<file path="config.mk">
export PLATFORM = sky130hd
export DESIGN_NAME = dtb_timers
export DESIGN_NICKNAME = d
export VERILOG_FILES = /design/src/hdl/dtb_pkg.sv /design/src/hdl/dtb_timers.sv
export SDC_FILE = /design/constraint.sdc
export NUM_CORES = 1
export LEC_CHECK = 0
export ABC_AREA = 1
export BUFFER_PORTS_ARGS = -buffer_cell sky130_fd_sc_hd__buf_2
export CAP_MARGIN = 20
export CORE_ASPECT_RATIO = 0.5
export CORE_MARGIN = 10
export CORE_UTILIZATION = 55
export DETAILED_ROUTE_END_ITERATION = 7
export GPL_TIMING_DRIVEN = 0
export HOLD_SLACK_MARGIN = 0.03
export PLACE_DENSITY = 0.79
export SLEW_MARGIN = 20
export SYNTH_ARGS = -nofsm -noshare
export SYNTH_HDL_FRONTEND = slang
export SYNTH_SLANG_ARGS = --single-unit
</file>
<file path="constraint.sdc">
create_clock -name clk -period 2 [get_ports clk]
set_input_delay 0.4 -clock clk [delete_from_list [all_inputs] [get_ports clk]]
set_output_delay 0.4 -clock clk [all_outputs]
set_load 0.05 [all_outputs]
</file>
<file path="src/hdl/dtb_pkg.sv">
// Constants and types shared by the dual timer with serial bit-clock source
package dtb_pkg;
   // Operating modes of each timer
   typedef enum logic [1:0] {
      DTB_MODE_PRESCALED = 2'b00, // 13-bit, divide-by-32 front end
      DTB_MODE_WIDE      = 2'b01, // 16-bit counter
      DTB_MODE_RELOAD    = 2'b10, // 8-bit auto-reload
      DTB_MODE_SPLIT     = 2'b11  // Timer zero split, timer one frozen
   } dtb_mode_t;

   // Input clocks per machine cycle
   localparam int unsigned MC_CLOCKS    = 2;
   // Prescaler wrap point in mode zero (divide by 32)
   localparam logic [4:0]  PRE_LAST     = 5'h1f;
   // Divider end counts (32 and 16 overflows per bit clock), normal and doubled rate
   localparam logic [4:0]  BAUD_LAST    = 5'h1f;
   localparam logic [4:0]  BAUD_LAST_X2 = 5'h0f;
   // Serial modes that take a variable bit clock
   localparam logic [1:0]  UART_VAR_A   = 2'h1;
   localparam logic [1:0]  UART_VAR_B   = 2'h3;
   // Reset values
   localparam logic [7:0]  BYTE_RST     = 8'h00;
   localparam logic [4:0]  DIV_RST      = 5'h00;
endpackage : dtb_pkg

</file>
<file path="src/hdl/dtb_timers.sv">
// Two machine-cycle timers with four modes and a serial bit-clock output
`timescale 1ns/1ps
`default_nettype none
module dtb_timers (
   // Clock and reset
   input  wire logic            clk,
   input  wire logic            rst_b,
   // Mode and run control
   input  wire dtb_pkg::dtb_mode_t t0_mode,
   input  wire dtb_pkg::dtb_mode_t t1_mode,
   input  wire logic            t0_run,
   input  wire logic            t1_run,
   // Byte writes from software
   input  wire logic [7:0]      wr_data,
   input  wire logic            wr_t0_low,
   input  wire logic            wr_t0_high,
   input  wire logic            wr_t1_low,
   input  wire logic            wr_t1_high,
   // Overflow flag clears
   input  wire logic            t0_flag_clr,
   input  wire logic            t1_flag_clr,
   // Serial bit-clock selection
   input  wire logic [1:0]      uart_mode,
   input  wire logic            baud_from_timer1,
   input  wire logic            rate_doubling_select,
   // Timer contents
   output logic [7:0]           timer_zero_low_byte,
   output logic [7:0]           timer_zero_high_byte,
   output logic [7:0]           timer_one_low_byte,
   output logic [7:0]           timer_one_high_byte,
   // Overflow flags, usable as interrupt requests
   output logic                 t0_flag,
   output logic                 t1_flag,
   // One-clock bit-clock pulse for the serial port
   output logic                 baud_tick
);
   // Registers and next values
   logic       mc_q,   mc_d;     // Machine-cycle phase
   logic [7:0] lo0_q,  lo0_d;    // Timer zero low byte
   logic [7:0] hi0_q,  hi0_d;    // Timer zero high byte
   logic [7:0] lo1_q,  lo1_d;    // Timer one low byte
   logic [7:0] hi1_q,  hi1_d;    // Timer one high byte
   logic       f0_q,   f0_d;     // Timer zero overflow flag
   logic       f1_q,   f1_d;     // Timer one overflow flag
   logic [4:0] div_q,  div_d;    // Overflow divider for the bit clock
   logic       bt_q,   bt_d;     // Bit-clock pulse
   logic [16:0] s0, s1;          // {overflow, high, low} after one step
   logic       tick;             // One machine cycle elapsed
   logic       ov0, ov1;         // Wraps in this clock
   logic       ovt1;             // Timer one's own wrap, the only bit-clock source
   logic       bsel;             // Timer one drives the bit clock
   logic [4:0] blast;            // Divider end count

   // One step of a timer in modes zero to two
   function automatic logic [16:0] step(input dtb_pkg::dtb_mode_t m,
                                        input logic [7:0] lo,
                                        input logic [7:0] hi);
      logic [16:0] r;
      r = {1'b0, hi, lo};
      unique case (m)
         dtb_pkg::DTB_MODE_PRESCALED: begin
            // Upper low-byte bits are left alone; only five prescale
            r[4:0] = lo[4:0] + 5'h01;
            if (lo[4:0] == dtb_pkg::PRE_LAST) begin
               r[15:8] = hi + 8'h01;
               r[16]   = (hi == 8'hff);
            end
         end
         dtb_pkg::DTB_MODE_WIDE: begin
            r = {1'b0, hi, lo} + 17'h00001;
         end
         dtb_pkg::DTB_MODE_RELOAD: begin
            // Reload comes from the software-held high byte
            r[7:0] = (lo == 8'hff) ? hi : lo + 8'h01;
            r[16]  = (lo == 8'hff);
         end
         dtb_pkg::DTB_MODE_SPLIT: begin
            // Split handling lives with the caller
            r = {1'b0, hi, lo};
         end
      endcase
      return r;
   endfunction : step

   // Next-state logic for the counters
   always_comb begin
      mc_d  = ~mc_q;
      tick  = mc_q;
      s0    = step(t0_mode, lo0_q, hi0_q);
      s1    = step(t1_mode, lo1_q, hi1_q);
      lo0_d = lo0_q;
      hi0_d = hi0_q;
      lo1_d = lo1_q;
      hi1_d = hi1_q;
      ov0   = 1'b0;
      ov1   = 1'b0;
      ovt1  = 1'b0;
      if (t0_mode == dtb_pkg::DTB_MODE_SPLIT) begin
         // Low byte under timer zero's run, high byte under timer one's
         if (tick && t0_run) begin
            lo0_d = lo0_q + 8'h01;
            ov0   = (lo0_q == 8'hff);
         end
         if (tick && t1_run) begin
            hi0_d = hi0_q + 8'h01;
            ov1   = (hi0_q == 8'hff);
         end
      end else if (tick && t0_run) begin
         {hi0_d, lo0_d} = s0[15:0];
         ov0            = s0[16];
      end
      // Timer one holds in split mode even when enabled
      if (tick && t1_run && t1_mode != dtb_pkg::DTB_MODE_SPLIT) begin
         {hi1_d, lo1_d} = s1[15:0];
         ov1            = ov1 | s1[16];
         ovt1           = s1[16];
      end
      // Software writes win over counting in the same clock
      if (wr_t0_low)  lo0_d = wr_data;
      if (wr_t0_high) hi0_d = wr_data;
      if (wr_t1_low)  lo1_d = wr_data;
      if (wr_t1_high) hi1_d = wr_data;
   end

   // Next-state logic for flags and the bit clock
   always_comb begin
      // A wrap in the clearing clock is kept
      f0_d  = ov0 | (f0_q & ~t0_flag_clr);
      f1_d  = ov1 | (f1_q & ~t1_flag_clr);
      bsel  = baud_from_timer1 &&
              (uart_mode == dtb_pkg::UART_VAR_A || uart_mode == dtb_pkg::UART_VAR_B);
      // Doubling halves the overflows per bit clock
      blast = rate_doubling_select ? dtb_pkg::BAUD_LAST_X2 : dtb_pkg::BAUD_LAST;
      div_d = div_q;
      bt_d  = 1'b0;
      if (!bsel) begin
         div_d = dtb_pkg::DIV_RST;
      end else if (ovt1) begin
         // Split-mode high byte borrows timer one's flag, never its bit clock
         if (div_q >= blast) begin
            div_d = dtb_pkg::DIV_RST;
            bt_d  = 1'b1;
         end else begin
            div_d = div_q + 5'h01;
         end
      end
   end

   // State registers
   always_ff @(posedge clk) begin
      if (!rst_b) begin
         mc_q  <= 1'b0;
         lo0_q <= dtb_pkg::BYTE_RST;
         hi0_q <= dtb_pkg::BYTE_RST;
         lo1_q <= dtb_pkg::BYTE_RST;
         hi1_q <= dtb_pkg::BYTE_RST;
         f0_q  <= 1'b0;
         f1_q  <= 1'b0;
         div_q <= dtb_pkg::DIV_RST;
         bt_q  <= 1'b0;
      end else begin
         mc_q  <= mc_d;
         lo0_q <= lo0_d;
         hi0_q <= hi0_d;
         lo1_q <= lo1_d;
         hi1_q <= hi1_d;
         f0_q  <= f0_d;
         f1_q  <= f1_d;
         div_q <= div_d;
         bt_q  <= bt_d;
      end
   end

   // Outputs straight from flip-flops
   assign timer_zero_low_byte  = lo0_q;
   assign timer_zero_high_byte = hi0_q;
   assign timer_one_low_byte   = lo1_q;
   assign timer_one_high_byte  = hi1_q;
   assign t0_flag              = f0_q;
   assign t1_flag              = f1_q;
   assign baud_tick            = bt_q;

   // Checks
   property p_tick_alt;
      @(posedge clk) disable iff (!rst_b) $past(rst_b) |-> (mc_q != $past(mc_q));
   endproperty
   a_tick_alt: assert property (p_tick_alt) else $error("machine cycle not every 2 clocks");

   property p_wide_inc;
      @(posedge clk) disable iff (!rst_b)
         (tick && t0_run && t0_mode == dtb_pkg::DTB_MODE_WIDE && !wr_t0_low && !wr_t0_high)
         |=> ({hi0_q, lo0_q} == $past({hi0_q, lo0_q}) + 16'h0001);
   endproperty
   a_wide_inc: assert property (p_wide_inc) else $error("16-bit count wrong");

   property p_pre_hold;
      @(posedge clk) disable iff (!rst_b)
         (tick && t0_run && t0_mode == dtb_pkg::DTB_MODE_PRESCALED && lo0_q[4:0] != 5'h1f
          && !wr_t0_high) |=> $stable(hi0_q);
   endproperty
   a_pre_hold: assert property (p_pre_hold) else $error("high byte moved before prescale wrap");

   property p_reload;
      @(posedge clk) disable iff (!rst_b)
         (tick && t0_run && t0_mode == dtb_pkg::DTB_MODE_RELOAD && lo0_q == 8'hff
          && !wr_t0_low && !wr_t0_high) |=> (lo0_q == hi0_q) && f0_q;
   endproperty
   a_reload: assert property (p_reload) else $error("reload or flag missing");

   property p_split_hi;
      @(posedge clk) disable iff (!rst_b)
         (tick && t1_run && !t0_run && t0_mode == dtb_pkg::DTB_MODE_SPLIT && !wr_t0_low
          && !wr_t0_high) |=> (hi0_q == $past(hi0_q) + 8'h01) && $stable(lo0_q);
   endproperty
   a_split_hi: assert property (p_split_hi) else $error("split bytes not independent");

   property p_t1_frozen;
      @(posedge clk) disable iff (!rst_b)
         (t1_mode == dtb_pkg::DTB_MODE_SPLIT && !wr_t1_low && !wr_t1_high)
         |=> $stable({hi1_q, lo1_q});
   endproperty
   a_t1_frozen: assert property (p_t1_frozen) else $error("timer one moved while halted");

   property p_flag_keep;
      @(posedge clk) disable iff (!rst_b) (ov0 && t0_flag_clr) |=> f0_q;
   endproperty
   a_flag_keep: assert property (p_flag_keep) else $error("overflow lost on clear");

   property p_baud_off;
      @(posedge clk) disable iff (!rst_b) !bsel |=> !bt_q;
   endproperty
   a_baud_off: assert property (p_baud_off) else $error("bit clock while deselected");

   property p_baud_space;
      @(posedge clk) disable iff (!rst_b) bt_q |=> !bt_q [*1] ##0 (div_q == 5'h00);
   endproperty
   a_baud_space: assert property (p_baud_space) else $error("divider not restarted");

   c_wrap0:  cover property (@(posedge clk) disable iff (!rst_b) ov0);
   c_split:  cover property (@(posedge clk) disable iff (!rst_b)
                             t0_mode == dtb_pkg::DTB_MODE_SPLIT && ov1);
   c_baud:   cover property (@(posedge clk) disable iff (!rst_b) bt_q && rate_doubling_select);
endmodule : dtb_timers
`default_nettype wire

</file>
# ---- After elaboration in Yosys (flattened, before gate mapping)
# Index checks and enable logic that the tools add are counted.
dict set report word_totals {
  reg_bits 41
  inputBits 26
  output_inout_bits 35
  word_cells 104
}
dict set report classes {
  add_sub_neg 9
  order_cmp 1
  n_eq_ne 19
  muxes 34
  n_bitwise 8
  n_reduce_logical 22
}
# cell count
set ops {}
lappend ops {{$mux W8} 14}
lappend ops {{$add A16 B1 Y17 const B} 2}
lappend ops {{$add A8 B1 Y8 const B} 4}
lappend ops {{$eq A8 B8 Y1 const B} 4}
lappend ops {{$pmux W8 S2} 2}
lappend ops {{$pmux W5 S3} 2}
lappend ops {{$mux W9} 2}
lappend ops {{$add A5 B1 Y5 const B} 3}
lappend ops {{$pmux W3 S2} 2}
lappend ops {{$eq A2 B2 Y1 const B} 5}
lappend ops {{$eq A5 B5 Y1 const B} 2}
lappend ops {{$mux W5} 2}
lappend ops {{$reduce_bool A3 Y1} 3}
lappend ops {{$mux W1} 8}
lappend ops {{$reduce_and A2 Y1} 4}
lappend ops {{$reduce_bool A4 Y1} 2}
lappend ops {{$eq A2 B1 Y1 const B} 3}
lappend ops {{$reduce_and A3 Y1} 2}
lappend ops {{$reduce_bool A2 Y1} 3}
lappend ops {{$ge A5 B5 Y1} 1}
lappend ops {{$logic_and A1 B1 Y1} 4}
lappend ops {{$logic_not A2 Y1} 2}
lappend ops {{$ne A2 B2 Y1 const B} 2}
lappend ops {{$ne A4 B4 Y1 const B} 1}
lappend ops {{other kinds (9)} 14}

# ---- Depth between registers and ports, before layout
dict set report logic_depth {
  word_depth 6
  ltp_mapped 13
  mapped_depth_nobuf 13
}

# ---- Least setup slack after synthesis
# No wires, ideal clock.
dict set report synth_path {
  path_kind {register to register}
  from {register lo0_q[0] (netlist: timer_zero_low_byte[0])}
  to {register hi0_q[0] (netlist: timer_zero_high_byte[0])}
  setup_ps 71
  arrival_ps 2121
  required_time_ps 1929
  path_slack_ps -191
  stages_incl_launch_ff 11
  n_path_buf 0
  synth_period_minus_slack_ps 2191
  cell_sequence {dfxtp_1 -> ha_1 -> nand2_1 -> nor2_4 -> ha_1 -> o21ai_0 -> nor2_2 -> nand2_1 -> a21oi_1 -> o21ai_0 -> a21oi_1}
}
dict set report synth_via {
  elab_chain_cells 5
  elab_cells_between_ends 8
  classes_between {add/sub (1); eq/ne (2); mux (4); reduce/logical (1)}
}
# item line_no
set synth_rtl {}
lappend synth_rtl {{start: declaration} dtb_timers.sv:39} ;# logic [7:0] lo0_q, lo0_d;
lappend synth_rtl {{start signal: assignment} dtb_timers.sv:153} ;# lo0_q <= dtb_pkg::BYTE_RST;
lappend synth_rtl {{start signal: assignment} dtb_timers.sv:163} ;# lo0_q <= lo0_d;
lappend synth_rtl {{$add A16 B1 Y17} dtb_timers.sv:70} ;# r = {1'b0, hi, lo} + 17'h00001;
lappend synth_rtl {{$pmux W8 S2} dtb_timers.sv:60} ;# unique case (m)
lappend synth_rtl {{$mux W8} dtb_timers.sv:108} ;# end else if (tick && t0_run) begin
lappend synth_rtl {{$mux W8} dtb_timers.sv:98} ;# if (t0_mode == dtb_pkg::DTB_MODE_SPLIT) begin
lappend synth_rtl {{$mux W8} dtb_timers.sv:120} ;# if (wr_t0_high) hi0_d = wr_data;
lappend synth_rtl {{end signal: assignment} dtb_timers.sv:154} ;# hi0_q <= dtb_pkg::BYTE_RST;
lappend synth_rtl {{end signal: assignment} dtb_timers.sv:164} ;# hi0_q <= hi0_d;
lappend synth_rtl {{end: declaration} dtb_timers.sv:40} ;# logic [7:0] hi0_q, hi0_d;
# Several ways; a longest one is shown, not always the timed one. The select of a mux whose other input is x is not followed.
# A chain may end at the register's enable or synchronous reset.

# ---- Final worst setup path
dict set report layout_path {
  from {register lo1_q[0] (netlist: timer_one_low_byte[0])}
  to {register hi1_q[0] (netlist: timer_one_high_byte[0])}
}
dict set report layout_via {
  elab_chain_cells 4
  elab_cells_between_ends 7
  classes_between {add/sub (1); eq/ne (2); mux (3); reduce/logical (1)}
}
# item line_no
set layout_rtl {}
lappend layout_rtl {{start: declaration} dtb_timers.sv:41} ;# logic [7:0] lo1_q, lo1_d;
lappend layout_rtl {{start signal: assignment} dtb_timers.sv:155} ;# lo1_q <= dtb_pkg::BYTE_RST;
lappend layout_rtl {{start signal: assignment} dtb_timers.sv:165} ;# lo1_q <= lo1_d;
lappend layout_rtl {{$add A16 B1 Y17} dtb_timers.sv:70}
lappend layout_rtl {{$pmux W8 S2} dtb_timers.sv:60}
lappend layout_rtl {{$mux W8} dtb_timers.sv:113} ;# if (tick && t1_run && t1_mode != dtb_pkg::DTB_MODE_SPLIT) begin
lappend layout_rtl {{$mux W8} dtb_timers.sv:122} ;# if (wr_t1_high) hi1_d = wr_data;
lappend layout_rtl {{end signal: assignment} dtb_timers.sv:156} ;# hi1_q <= dtb_pkg::BYTE_RST;
lappend layout_rtl {{end signal: assignment} dtb_timers.sv:166} ;# hi1_q <= hi1_d;
lappend layout_rtl {{end: declaration} dtb_timers.sv:42} ;# logic [7:0] hi1_q, hi1_d;
# Several ways; a longest one is shown, not always the timed one. The select of a mux whose other input is x is not followed.

==> metrics.txt <==
status=finished, final reports clean; Synth cell types=37; pwr/cell area=628 nW/um2; RD Place Congestion=0.945; dominant cell by count in the synthesized netlist=nand2_1; Max stage delay on crit path=370 ps; period utilization=92.1%; R2R setup slack=160 ps; global-route wire length before repair=16600 um; crit path DAT=2010 ps; port buffer count=58; Worst VDD drop=slightly above 400 uV; Synth top cells by count=nand2_1 (146), inv_1 (75), a21oi_1 (57), nor2_1 (55), nand3_1 (45); nets=between 600 and 700; Simple-Gate Fraction of Synth Area=38.5%; final core occ=67.3%; Compound-Gate Fraction of Synth Area=18.8%; Setup Viol. Count Final=0; critical-path cell list=ha_1, nand2_2, nor2_4, ha_4, o21ai_2, inv_2, nand2_1, inv_1, nand2_1, nand3_1, nand2_1, nor2_1, nor2_1; critical path class=reg2reg; Leakage Power=1.94 nW; initial drt markers=293; Net Count, Synth=approximately 610; Post-synth ARST share=0%; Avg WL per Cell=14.0 um; Mapped Area=3430 um2; routed vias/inst=5.36; total number of vias=3858; Remaining DRCs=0; placed cell areas=3840 um2; Yosys warning total=0; instance count of the mapped netlist=563; dominant cell type by area after synthesis=dfxtp_1; Fill cells=approximately 570; vias in the first global route=3584; CP max-delay cell=dfxtp_2; CP dominant cell by count=nand2_1; R2R depth=13; initial core utilization=between 50% and 60%; total clock sinks=41; crit end category=flip-flop; total grt overflow=0; initial antenna violation count=0; relative slew slack=56.5%; FF+latch count, synth=41; root buf cell=clkbuf_16; Chip Height=75.9 um; Worst Hold Class=in2reg; chip width=132 um; GRT Util Overall=20.1%; post-route ant nets=0; Adder-Cell Fraction of Synth Area=under 10%; Worst Max-Slew Pin Slew=653 ps; min cycle time layout=approximately 1800 ps; unrepaired setup endpoints after global routing=no; top post-synthesis cells by area=dfxtp_1 (24%), nand2_1 (16%), a21oi_1 (8.3%); WP depth=13; crit start category=flip-flop; TritonCTS Buffers=5; post-synthesis mux area share=0%; Clock Skew=6.98 ps; share of layout cells above drive strength 1=about 17%; hold_buf cts=0; CTS tree=built; WP data required=2160 ps; H-tree Lvls=2; largest net degree at the start of global routing=14; die footprint=9990 um2; main combinational cell family by area after synthesis=simple AND/OR/NAND/NOR gates; WP buf/inv=2; Yosys top cell area share=23.9%; crit-path leading delay family=simple AND/OR/NAND/NOR gates; fmax=543 MHz; Hold Path Stages=4; critical path peak fanout=6; Max clock buf depth=2; TritonRoute pass-1 iters=5; Max Cap Viol=0; WL final=10100 um; clk slew on worst S/H paths=roughly 60 ps; core box area=about 6000 um2; Finished Cell Area=4080 um2; Area growth syn-to-layout=18.7%; XOR/XNOR Fraction of Synth Area=2.55%; Antenna Cells=0; Final Max Slew Viols=0; top_reg_cell synth=dfxtp_1; Rows=20; Final Hold Viols=0; sequential area share after synthesis=23.9%; EDFF count, synth=0; # IOs=61; worst-skew pair later-pin latency=290 ps; syn_area_per_cell=6.10 um2; dpl hpwl=7800 um
-- placed cells by master (no fill, tap or decap), drive strengths merged, types with 4 or more instances in the layout --
| cell type | count |
|---|---|
| a22oi | 8 |
| dfxtp | 41 |
| inv | 79 |
| nand4 | 13 |
| a21oi | 57 |
| o21ai | 37 |
| nor2 | 65 |
| xor2 | 7 |
| ha | 17 |
| nand3 | 47 |
| nand3b | 4 |
| nand2 | 154 |
| buf | 64 |
| clkbuf | 11 |
| nor3 | 5 |
-- registers in the layout, summed over array words and instances, names as in the netlist --
| signal | flops |
|---|---|
| baud_tick | 1 |
| div_q | 5 |
| mc_q | 1 |
| t0_flag | 1 |
| t1_flag | 1 |
| timer_one_high_byte | 8 |
| timer_one_low_byte | 8 |
| timer_zero_high_byte | 8 |
| timer_zero_low_byte | 8 |
-- through the flow --
| step | hold WS [ps] | std cells | setup slack, ps | total power [mW] | TNS [ps] |
|---|---|---|---|---|---|
| 4_1_cts | 366 | 717 | 57.3 | 2.55 | 0 |
| 5_1_grt | 396 | 720 | 8.14 | 2.68 | 0 |
| 3_3_place_gp | 431 | 709 | 85.8 | 1.50 | 0 |
| 3_5_place_dp | 439 | 709 | 62.4 | 1.51 | 0 |
| 6_report | 363 | 720 | 158 | 2.56 | 0 |
| 2_1_floorplan | 425 | 563 | -30.5 | 1.34 | -30.5 |
-- logic make-up (layout without fill, tap and decap cells) --
kind of cell / after synthesis / count (layout)
xor gates and xnor gates: 10 / 10
DFF: 41 / 41
AOI/OAI and AO/OA: 115 / 115
and+or+nand+nor: 290 / 290
adders and majority gates: 17 / 17
buffers and inverters: 90 / 159
-- worst paths after layout --
check | end | startpoint
worst max-delay path | timer_one_high_byte[0] | timer_one_low_byte[0]
worst min-delay path | t0_flag | t0_flag_clr
worst max register to register | timer_one_high_byte[0] | timer_one_low_byte[0]
worst min register to register | mc_q | mc_q
-- area by class of cell --
type                       count  area [um2]  area share [%]
multi-input combinational    432        2290            56.2
sequential                    41         826            20.3
tap                           88         110            2.70
inverter                      81         309            7.58
timing repair buffer          61         313            7.67
clock buffer                   5         125            3.07
clock inverter                 3        65.1            1.60
buffer                         9        37.5           0.921
-- metal layers --
layer	track usage, %	vias up	part of all wire [%]
met5	0	-	0
li1	-	1982	-
met4	7.47	0	2.2
met3	5.07	23	8.3
met1	24.4	1705	45
met2	34.6	148	45
-- what timing repair did --
action | CTS | global route
setup endpoints to repair | 0 | 13
setup buffers | 0 | 3
resized for setup | 0 | 4
-- tightest hold or removal path: stages --
cell	delay (ps)
buf_2	80
inv_1	30
nand2_1	40
a21oi_1	60
-- power breakdown --
part	internal, mW	switching [mW]	total [mW]
sequential	0.861	0.0703	0.932
combinational	0.162	0.405	0.567
clock	0.713	0.349	1.06
total	1.74	0.824	2.56
No activity file was read; power rests on OpenSTA's default activity.
